File: src/host_port_ctrl_pkg.sv
// Constants for the host port switch control register bank
//
// Functional notes
// - Receive enable set: accept host port packets; cleared: refuse them.
// - Learning disable is bit 8, resets 0; set stops source address learning.
// - Sniffer bit 7 makes the port the mirror destination for monitored packets.
// - Receive sniff bit 6 marks received packets monitored and copies them to sniffer.
// - Transmit sniff bit 5 marks transmitted packets monitored and copies them to sniffer.
// - Ceiling bit 3 clamps packet priority above the default tag priority to it.
// - Membership bits 2-0 reset to 7; bit2 host, bit1 port 2, bit0 port 1.
// - Traffic from this port goes only to ports included in its membership; the code masks only fwd_mask, mirror copies go to all sniffer_ports.
// - Receive enable is bit 9 and resets to 1.
`default_nettype none
package host_port_ctrl_pkg;

    // Register indices; byte address is four times the index
    localparam logic [3:0]  IDX_CONTROL_TWO   = 4'h2;
    localparam logic [3:0]  IDX_VID_CONTROL   = 4'h4;
    localparam logic [3:0]  IDX_CONTROL_THREE = 4'h6;
    localparam logic [3:0]  IDX_INGRESS_RATE  = 4'h8;
    localparam logic [3:0]  IDX_EGRESS_RATE   = 4'ha;
    localparam logic [3:0]  IDX_BANK_SELECT   = 4'he;

    // Control two field positions
    localparam int          BIT_INGRESS_FILTER = 14;
    localparam int          BIT_DISCARD_NON_PVID = 13;
    localparam int          BIT_TX_ENABLE     = 10;
    localparam int          BIT_RX_ENABLE     = 9;
    localparam int          BIT_LEARN_DISABLE = 8;
    localparam int          BIT_SNIFFER       = 7;
    localparam int          BIT_RX_SNIFF      = 6;
    localparam int          BIT_TX_SNIFF      = 5;
    localparam int          BIT_PRIO_CEILING  = 3;
    localparam int          MEMBER_MSB        = 2;
    localparam int          MEMBER_HOST       = 2;

    // Control two writable bits and reset value
    localparam logic [15:0] CONTROL_TWO_WMASK = 16'h67ff;
    localparam logic [15:0] CONTROL_TWO_RESET = 16'h0607;

    // Default tag layout inside the VID control register
    localparam int          VID_PRIO_MSB      = 15;
    localparam int          VID_PRIO_LSB      = 13;
    localparam int          VID_ID_MSB        = 11;

    localparam logic [15:0] OTHER_RESET       = 16'h0000;
    localparam logic [1:0]  HTRANS_NONSEQ     = 2'h2;
    localparam logic [1:0]  HTRANS_SEQ        = 2'h3;

endpackage

`default_nettype wire

File: src/host_port_switch_control.sv
// Host port switch control registers on AHB-Lite with packet steering logic
`timescale 1ns/1ps
`default_nettype none

module host_port_switch_control #(
    parameter int PORTS  = 3,
    parameter int PRIO_W = 3,
    parameter int VID_W  = 12
) (
    input  wire logic              hclk,
    input  wire logic              hresetn,
    input  wire logic              hsel,
    input  wire logic [7:0]        haddr,
    input  wire logic [1:0]        htrans,
    input  wire logic              hwrite,
    input  wire logic [2:0]        hsize,
    input  wire logic [31:0]       hwdata,
    input  wire logic              hready,
    output logic                   hreadyout,
    output logic                   hresp,
    output logic [31:0]            hrdata,
    input  wire logic              rx_valid,
    input  wire logic [PORTS-1:0]  rx_dest_mask,
    input  wire logic [PRIO_W-1:0] rx_priority,
    input  wire logic              rx_tagged,
    input  wire logic [VID_W-1:0]  rx_vid,
    input  wire logic [PORTS-1:0]  vlan_members,
    input  wire logic [PORTS-1:0]  sniffer_ports,
    input  wire logic              tx_valid,
    output logic                   rx_accept,
    output logic                   rx_drop,
    output logic                   learn_strobe,
    output logic [PORTS-1:0]       fwd_mask,
    output logic [PORTS-1:0]       mirror_mask,
    output logic [PRIO_W-1:0]      fwd_priority,
    output logic                   fwd_monitored,
    output logic                   tx_grant,
    output logic                   tx_mirror,
    output logic [PORTS-1:0]       tx_mirror_mask,
    output logic                   host_is_sniffer,
    output logic                   learn_enabled
);

    typedef struct packed {
        logic [15:0]       control_two;
        logic [15:0]       vid_control;
        logic [15:0]       control_three;
        logic [15:0]       ingress_rate;
        logic [15:0]       egress_rate;
        logic [15:0]       bank_select;
        logic              wr_pend;
        logic [3:0]        wr_idx;
        logic              wr_hit;
        logic              hreadyout;
        logic [31:0]       hrdata;
        logic              rx_accept;
        logic              rx_drop;
        logic              learn_strobe;
        logic [PORTS-1:0]  fwd_mask;
        logic [PORTS-1:0]  mirror_mask;
        logic [PRIO_W-1:0] fwd_priority;
        logic              fwd_monitored;
        logic              tx_grant;
        logic              tx_mirror;
        logic [PORTS-1:0]  tx_mirror_mask;
        logic              host_is_sniffer;
        logic              learn_enabled;
    } state_t;

    state_t st;
    state_t next_st;

    logic              addr_phase;
    logic [3:0]        addr_idx;
    logic              addr_hit;
    logic [PRIO_W-1:0] default_prio;
    logic [VID_W-1:0]  default_vid;
    logic [PORTS-1:0]  membership;
    logic              vid_mismatch;
    logic              filter_miss;
    logic              rx_ok;

    // Reads and the sniffer and learning status outputs see the register values after any write landing this cycle
    function automatic logic [15:0] reg_value(input state_t s, input logic [3:0] idx);
        logic [15:0] v;
        v = 16'h0000;
        unique case (idx)
            host_port_ctrl_pkg::IDX_CONTROL_TWO:   v = s.control_two;
            host_port_ctrl_pkg::IDX_VID_CONTROL:   v = s.vid_control;
            host_port_ctrl_pkg::IDX_CONTROL_THREE: v = s.control_three;
            host_port_ctrl_pkg::IDX_INGRESS_RATE:  v = s.ingress_rate;
            host_port_ctrl_pkg::IDX_EGRESS_RATE:   v = s.egress_rate;
            host_port_ctrl_pkg::IDX_BANK_SELECT:   v = s.bank_select;
            default:                               v = 16'h0000;
        endcase
        return v;
    endfunction

    function automatic logic idx_mapped(input logic [3:0] idx);
        logic m;
        m = (idx == host_port_ctrl_pkg::IDX_CONTROL_TWO) ||
            (idx == host_port_ctrl_pkg::IDX_VID_CONTROL) ||
            (idx == host_port_ctrl_pkg::IDX_CONTROL_THREE) ||
            (idx == host_port_ctrl_pkg::IDX_INGRESS_RATE) ||
            (idx == host_port_ctrl_pkg::IDX_EGRESS_RATE) ||
            (idx == host_port_ctrl_pkg::IDX_BANK_SELECT);
        return m;
    endfunction

    assign addr_phase = hsel && hready && (htrans == host_port_ctrl_pkg::HTRANS_NONSEQ ||
                                           htrans == host_port_ctrl_pkg::HTRANS_SEQ);
    assign addr_idx   = haddr[5:2];
    // Upper address bits and byte offset must be zero, else the access is unmapped
    assign addr_hit   = idx_mapped(addr_idx) && (haddr[7:6] == 2'h0) && (haddr[1:0] == 2'h0);

    always_comb begin
        next_st = st;

        // Bus slave never stalls and always answers OKAY
        next_st.hreadyout = 1'b1;

        // Data phase of a write lands here
        if (st.wr_pend && st.wr_hit) begin
            unique case (st.wr_idx)
                host_port_ctrl_pkg::IDX_CONTROL_TWO: begin
                    next_st.control_two = hwdata[15:0] & host_port_ctrl_pkg::CONTROL_TWO_WMASK;
                end
                host_port_ctrl_pkg::IDX_VID_CONTROL: begin
                    next_st.vid_control = hwdata[15:0];
                end
                host_port_ctrl_pkg::IDX_CONTROL_THREE: begin
                    next_st.control_three = hwdata[15:0];
                end
                host_port_ctrl_pkg::IDX_INGRESS_RATE: begin
                    next_st.ingress_rate = hwdata[15:0];
                end
                host_port_ctrl_pkg::IDX_EGRESS_RATE: begin
                    next_st.egress_rate = hwdata[15:0];
                end
                host_port_ctrl_pkg::IDX_BANK_SELECT: begin
                    next_st.bank_select = hwdata[15:0];
                end
                default: begin
                    next_st.bank_select = st.bank_select;
                end
            endcase
        end

        // Address phase: record writes, prepare read data from post-write values
        next_st.wr_pend = addr_phase && hwrite;
        next_st.wr_idx  = addr_idx;
        next_st.wr_hit  = addr_hit;
        if (addr_phase && !hwrite) begin
            next_st.hrdata = {16'h0000, addr_hit ? reg_value(next_st, addr_idx) : 16'h0000};
        end
    end

    // Packet steering uses the settled register values
    assign default_prio = st.vid_control[host_port_ctrl_pkg::VID_PRIO_MSB -: PRIO_W];
    assign default_vid  = st.vid_control[host_port_ctrl_pkg::VID_ID_MSB -: VID_W];
    assign membership   = st.control_two[host_port_ctrl_pkg::MEMBER_MSB -: PORTS];
    assign vid_mismatch = st.control_two[host_port_ctrl_pkg::BIT_DISCARD_NON_PVID] && rx_tagged &&
                          (rx_vid != default_vid);
    assign filter_miss  = st.control_two[host_port_ctrl_pkg::BIT_INGRESS_FILTER] &&
                          !vlan_members[host_port_ctrl_pkg::MEMBER_HOST];
    assign rx_ok        = st.control_two[host_port_ctrl_pkg::BIT_RX_ENABLE] && !vid_mismatch && !filter_miss;

    state_t pkt_st;

    always_comb begin
        pkt_st = next_st;

        // Accept or refuse a host port packet, one-cycle answer
        pkt_st.rx_accept    = rx_valid && rx_ok;
        pkt_st.rx_drop      = rx_valid && !rx_ok;
        pkt_st.learn_strobe = rx_valid && rx_ok && !st.control_two[host_port_ctrl_pkg::BIT_LEARN_DISABLE];

        if (rx_valid && rx_ok) begin
            // Lookup result never escapes the membership set
            pkt_st.fwd_mask = rx_dest_mask & membership;
            // Mirror copy is a separate mask so normal forwarding stays as is
            pkt_st.mirror_mask = st.control_two[host_port_ctrl_pkg::BIT_RX_SNIFF] ?
                                 sniffer_ports : {PORTS{1'b0}};
            pkt_st.fwd_monitored = st.control_two[host_port_ctrl_pkg::BIT_RX_SNIFF];
            if (st.control_two[host_port_ctrl_pkg::BIT_PRIO_CEILING] && rx_priority > default_prio) begin
                pkt_st.fwd_priority = default_prio;
            end else begin
                pkt_st.fwd_priority = rx_priority;
            end
        end else begin
            pkt_st.fwd_mask      = {PORTS{1'b0}};
            pkt_st.mirror_mask   = {PORTS{1'b0}};
            pkt_st.fwd_monitored = 1'b0;
            pkt_st.fwd_priority  = {PRIO_W{1'b0}};
        end

        // Transmit side: grant only while transmit is enabled
        pkt_st.tx_grant       = tx_valid && st.control_two[host_port_ctrl_pkg::BIT_TX_ENABLE];
        pkt_st.tx_mirror      = tx_valid && st.control_two[host_port_ctrl_pkg::BIT_TX_ENABLE] &&
                                st.control_two[host_port_ctrl_pkg::BIT_TX_SNIFF];
        pkt_st.tx_mirror_mask = (tx_valid && st.control_two[host_port_ctrl_pkg::BIT_TX_ENABLE] &&
                                 st.control_two[host_port_ctrl_pkg::BIT_TX_SNIFF]) ?
                                sniffer_ports : {PORTS{1'b0}};

        pkt_st.host_is_sniffer = next_st.control_two[host_port_ctrl_pkg::BIT_SNIFFER];
        pkt_st.learn_enabled   = !next_st.control_two[host_port_ctrl_pkg::BIT_LEARN_DISABLE];
    end

    always_ff @(posedge hclk or negedge hresetn) begin
        if (!hresetn) begin
            st.control_two     <= host_port_ctrl_pkg::CONTROL_TWO_RESET;
            st.vid_control     <= host_port_ctrl_pkg::OTHER_RESET;
            st.control_three   <= host_port_ctrl_pkg::OTHER_RESET;
            st.ingress_rate    <= host_port_ctrl_pkg::OTHER_RESET;
            st.egress_rate     <= host_port_ctrl_pkg::OTHER_RESET;
            st.bank_select     <= host_port_ctrl_pkg::OTHER_RESET;
            st.wr_pend         <= 1'b0;
            st.wr_idx          <= 4'h0;
            st.wr_hit          <= 1'b0;
            st.hreadyout       <= 1'b1;
            st.hrdata          <= 32'h0000_0000;
            st.rx_accept       <= 1'b0;
            st.rx_drop         <= 1'b0;
            st.learn_strobe    <= 1'b0;
            st.fwd_mask        <= '0;
            st.mirror_mask     <= '0;
            st.fwd_priority    <= '0;
            st.fwd_monitored   <= 1'b0;
            st.tx_grant        <= 1'b0;
            st.tx_mirror       <= 1'b0;
            st.tx_mirror_mask  <= '0;
            st.host_is_sniffer <= 1'b0;
            st.learn_enabled   <= 1'b1;
        end else begin
            st <= pkt_st;
        end
    end

    assign hreadyout       = st.hreadyout;
    assign hresp           = 1'b0;
    assign hrdata          = st.hrdata;
    assign rx_accept       = st.rx_accept;
    assign rx_drop         = st.rx_drop;
    assign learn_strobe    = st.learn_strobe;
    assign fwd_mask        = st.fwd_mask;
    assign mirror_mask     = st.mirror_mask;
    assign fwd_priority    = st.fwd_priority;
    assign fwd_monitored   = st.fwd_monitored;
    assign tx_grant        = st.tx_grant;
    assign tx_mirror       = st.tx_mirror;
    assign tx_mirror_mask  = st.tx_mirror_mask;
    assign host_is_sniffer = st.host_is_sniffer;
    assign learn_enabled   = st.learn_enabled;

endmodule

`default_nettype wire

File: config.mk
export PLATFORM = sky130hd
export DESIGN_NAME = host_port_switch_control
export DESIGN_NICKNAME = d
export VERILOG_FILES = /design/src/host_port_ctrl_pkg.sv /design/src/host_port_switch_control.sv
export SDC_FILE = /design/constraint.sdc
export NUM_CORES = 1
export LEC_CHECK = 0
export BUFFER_PORTS_ARGS = -buffer_cell sky130_fd_sc_hd__buf_2
export CAP_MARGIN = 20
export CELL_PAD_IN_SITES_DETAIL_PLACEMENT = 0
export CELL_PAD_IN_SITES_GLOBAL_PLACEMENT = 1
export CORE_MARGIN = 1.5
export CORE_UTILIZATION = 40
export DETAILED_ROUTE_END_ITERATION = 8
export PLACE_DENSITY_LB_ADDON = 0.08
export SLEW_MARGIN = 20
export SYNTH_ARGS = -nofsm -noshare
export SYNTH_HDL_FRONTEND = slang
export SYNTH_SLANG_ARGS = --single-unit
File: constraint.sdc
create_clock -name hclk -period 1.75 [get_ports hclk]
set_input_delay 0.0875 -clock hclk [delete_from_list [all_inputs] [get_ports hclk]]
set_output_delay 0.0875 -clock hclk [all_outputs]
set_load 0.02 [all_outputs]
==> flow_metrics.tcl <==
set metrics [dict create \
    cp-start-kind "flop" \
    m1WireLength_um 7710 \
    gr-total-overflow 0 \
    outcome "finished, violations left" \
    routed_via_density 5.07 \
    finalCriticalPeriod_ps 1900 \
    synth_seq_area_share_pct 53.0 \
    rsz0062_at_grt "yes" \
    cts_tree "yes" \
    first_global_vias 4457 \
    detail_route.wl_per_cell_um 19.2 \
    wl_met3_um 619 \
    crit_type "flop to flop" \
    critPathMaxFanout 8 \
    grt_pass1_wl_um 25800 \
    drt_iter0_markers 215 \
    syn_to_final_growth_pct 27.1 \
    clk_pin_slew_ps 60 \
    ys_async_sr_fraction_pct 100 \
    die-area_sq_um 17000 \
    regArea_sq_um 3440 \
    multi_input_comb_area_sq_um 2710 \
    antenna_found_initial 0 \
    final_core_utilization_pct 52.0 \
    start_util_pct 40.9 \
    required_ps 2040 \
    netlist_instances 508 \
    worstMarginPinSlew_ps 541 \
    dieWidth_um 130 \
    synth_enable_flop_cells 0 \
    netlist_area_sq_um 6480 \
    first_pass_iters 4 \
    drcViolationCount 0 \
    antenna_cells 0 \
    setup_viol 16 \
    wl_um 16600 \
    cts_buffers 17 \
    violations "negative setup slack" \
    finalPower_uw 7340 \
    finalClockSkew_ps 6.03 \
    critical_path_arrival_ps 2190 \
    highest-signal-layer "met4" \
    yosysWarnings 0 \
    dr_wl_met2_um 7990 \
    io_pins 131 \
    vias 4378 \
    holdPathStages 2 \
    avgSynthCellArea_sq_um 12.8 \
    ys_ff_latch 137 \
    drv_cap 0 \
    fillers 1411 \
    rows 46 \
    grtUsageTotal_pct 21.0 \
    dp.final_hpwl_um 11300 \
    final_nets 715 \
    synth_cell_type_count 48 \
    final_layout_size_suffix_gt1_share_pct 48.5 \
    p_leak_uw 0.00390 \
    r2r_cells 6 \
    portBuffers 90 \
    setup_ws_ps -154 \
    vdd_drop_max_v 0.000700 \
    clk_path_buf_depth 2 \
    h-tree-depth 4 \
    grt_max_degree 47 \
    gp_congestion 0.735 \
    timing.final.crit_share_pct 109 \
    hold_class "input port to flop" \
    clock-root-buffer "clkbuf_16" \
    power_density_nw_per_um2 892 \
    core_sq_um 15800 \
    finalHoldViolCount 0 \
    clock_latency_ps 420 \
    ant_nets 0 \
    fmax_ghz 0.525 \
    synth_ff_type "dfrtp_1" \
    floorplan.die.height_um 130 \
    final_max_slew_viol_count 0 \
    r2r_setup_slack_ps -150 \
    critPathCaptureType "flop" \
    cts_sinks 137 \
    slew_headroom_pct 63.8 \
]
## worst paths after layout
check | start | endpoint
setup / recovery | st[54] | hrdata[13]
hold / removal | hwdata[3] | st[110]
setup reg to reg | st[54] | hrdata[13]
hold reg to reg | st[147] | learn_strobe
max in group asynchronous | hresetn | default_vid[0]
min in group asynchronous | hresetn | rx_drop
## per-stage QoR
stage               instance area (sq um)  setup slack, ps  setup TNS (ps)  std cells  hold slack (ps)
floorplan                            6590             -127           -1230        524             -208
global placement                     7200             -155           -1790        805             62.7
detailed placement                   7200             -167           -2070        805             64.7
CTS                                  8110             -159           -1800        863             1.02
global route                         8230             -245           -3250        864             27.9
finish                               8230             -154           -1560        864             18.9
## kinds of logic (layout without fill, tap and decap cells)
group | after synthesis | after routing | synth area share (%)
adder cells (fa/ha/maj) | 3 | 3 | 0.580
buffers and inverters | 80 | 204 | 9.64
multiplexers | 96 | 96 | 16.8
AO/OA/AOI/OAI | 90 | 90 | 9.75
AND/OR/NAND/NOR | 88 | 88 | 8.40
other | 2 | 18 | 0.116
flip-flops | 137 | 137 | 53.0
XOR/XNOR | 12 | 12 | 1.62
## registers in the layout, indices dropped and copies added, names as in the netlist, 3 cells and up
| register | flops |
|---|---|
| tx_mirror_mask | 3 |
| fwd_priority | 3 |
| fwd_mask | 3 |
| mirror_mask | 3 |
| default_prio | 3 |
| hrdata | 16 |
| default_vid | 12 |
| st | 84 |
| membership | 3 |
## where the power goes
part / total (uW) / internal, uW / switching [uW]
Combinational: 613 / 250 / 363
Sequential: 3300 / 3260 / 38.6
Clock: 3430 / 2150 / 1280
Total: 7340 / 5660 / 1680
## cells in the final DEF, fill, tap and decap left out, drive strengths merged, types with 5 or more instances in the layout
master	n
inv	7
a21oi	21
clkinv	6
conb	18
a221oi	16
a31oi	16
o21ai	7
mux2	92
and3	9
a22oi	20
xor2	12
nand4	12
buf	142
dfstp	6
clkbuf	23
and2	11
dfrtp	131
o211ai	8
nand2	24
nor3	6
dlygate4sd3	23
nor2b	5
## area by class of cell
class	instances	share of cell area [%]
inverters	7	0.319
flip-flops and latches	137	41.7
repair buffers	165	14.9
clock inverters	9	1.19
multi-input cells	307	32.9
well taps	216	3.28
clock buffers	23	5.68
## Yosys cell counts (2+ instances only)
| library cell | n | area (sq um) |
|---|---|---|
| nor2_1 | 4 | 15.0 |
| ha_1 | 3 | 37.5 |
| inv_1 | 7 | 26.3 |
| nor3_1 | 6 | 30.0 |
| nand4_1 | 12 | 75.1 |
| buf_2 | 8 | 40.0 |
| mux2_4 | 4 | 60.1 |
| o211ai_1 | 8 | 60.1 |
| a21oi_1 | 21 | 105 |
| a221oi_2 | 4 | 60.1 |
| a221oi_1 | 12 | 105 |
| o21ai_0 | 7 | 35.0 |
| nand2_1 | 23 | 86.3 |
| and2_1 | 10 | 62.6 |
| dfrtp_1 | 131 | 3280 |
| nor4_1 | 3 | 18.8 |
| a22oi_1 | 20 | 150 |
| xor2_1 | 12 | 105 |
| clkbuf_8 | 7 | 96.3 |
| nor2b_1 | 5 | 31.3 |
| nand3_1 | 2 | 10.0 |
| and4bb_2 | 2 | 25.0 |
| a31oi_1 | 16 | 100 |
| mux2_2 | 87 | 980 |
| mux2i_1 | 4 | 40.0 |
| dfstp_2 | 6 | 158 |
| nor3b_2 | 2 | 25.0 |
| clkbuf_1 | 3 | 11.3 |
| and3_1 | 8 | 50.1 |
| conb_1 | 2 | 7.51 |
| buf_6 | 5 | 56.3 |
| buf_4 | 48 | 360 |
## per-layer routing
layer  up-vias  global-route usage, %
li1       2046                      -
met1      2212                   29.1
met2       101                   33.3
met3        19                   3.53
met4         0                   7.52
met5         -                      0
## worst max-delay path, stage by stage, from the launching register on
cell,delay (ps)
dfrtp_1,370
and4b_2,320
and3_4,230
buf_12,140
mux2_4,320
a221oi_4,280
a31oi_1,110
## what timing repair did
| action | 4_1_cts | 5_1_grt |
|---|---|---|
| buffers inserted | 3 | 1 |
| endpoints found under the setup margin | 21 | 30 |
| gates resized for setup | 20 | 25 |
| hold buffers | 23 | 0 |
| cloned | 0 | 0 |
| endpoints found under the hold margin | 79 | 0 |
| pin swaps | 7 | 15 |
(Power assumes the default switching activity.)
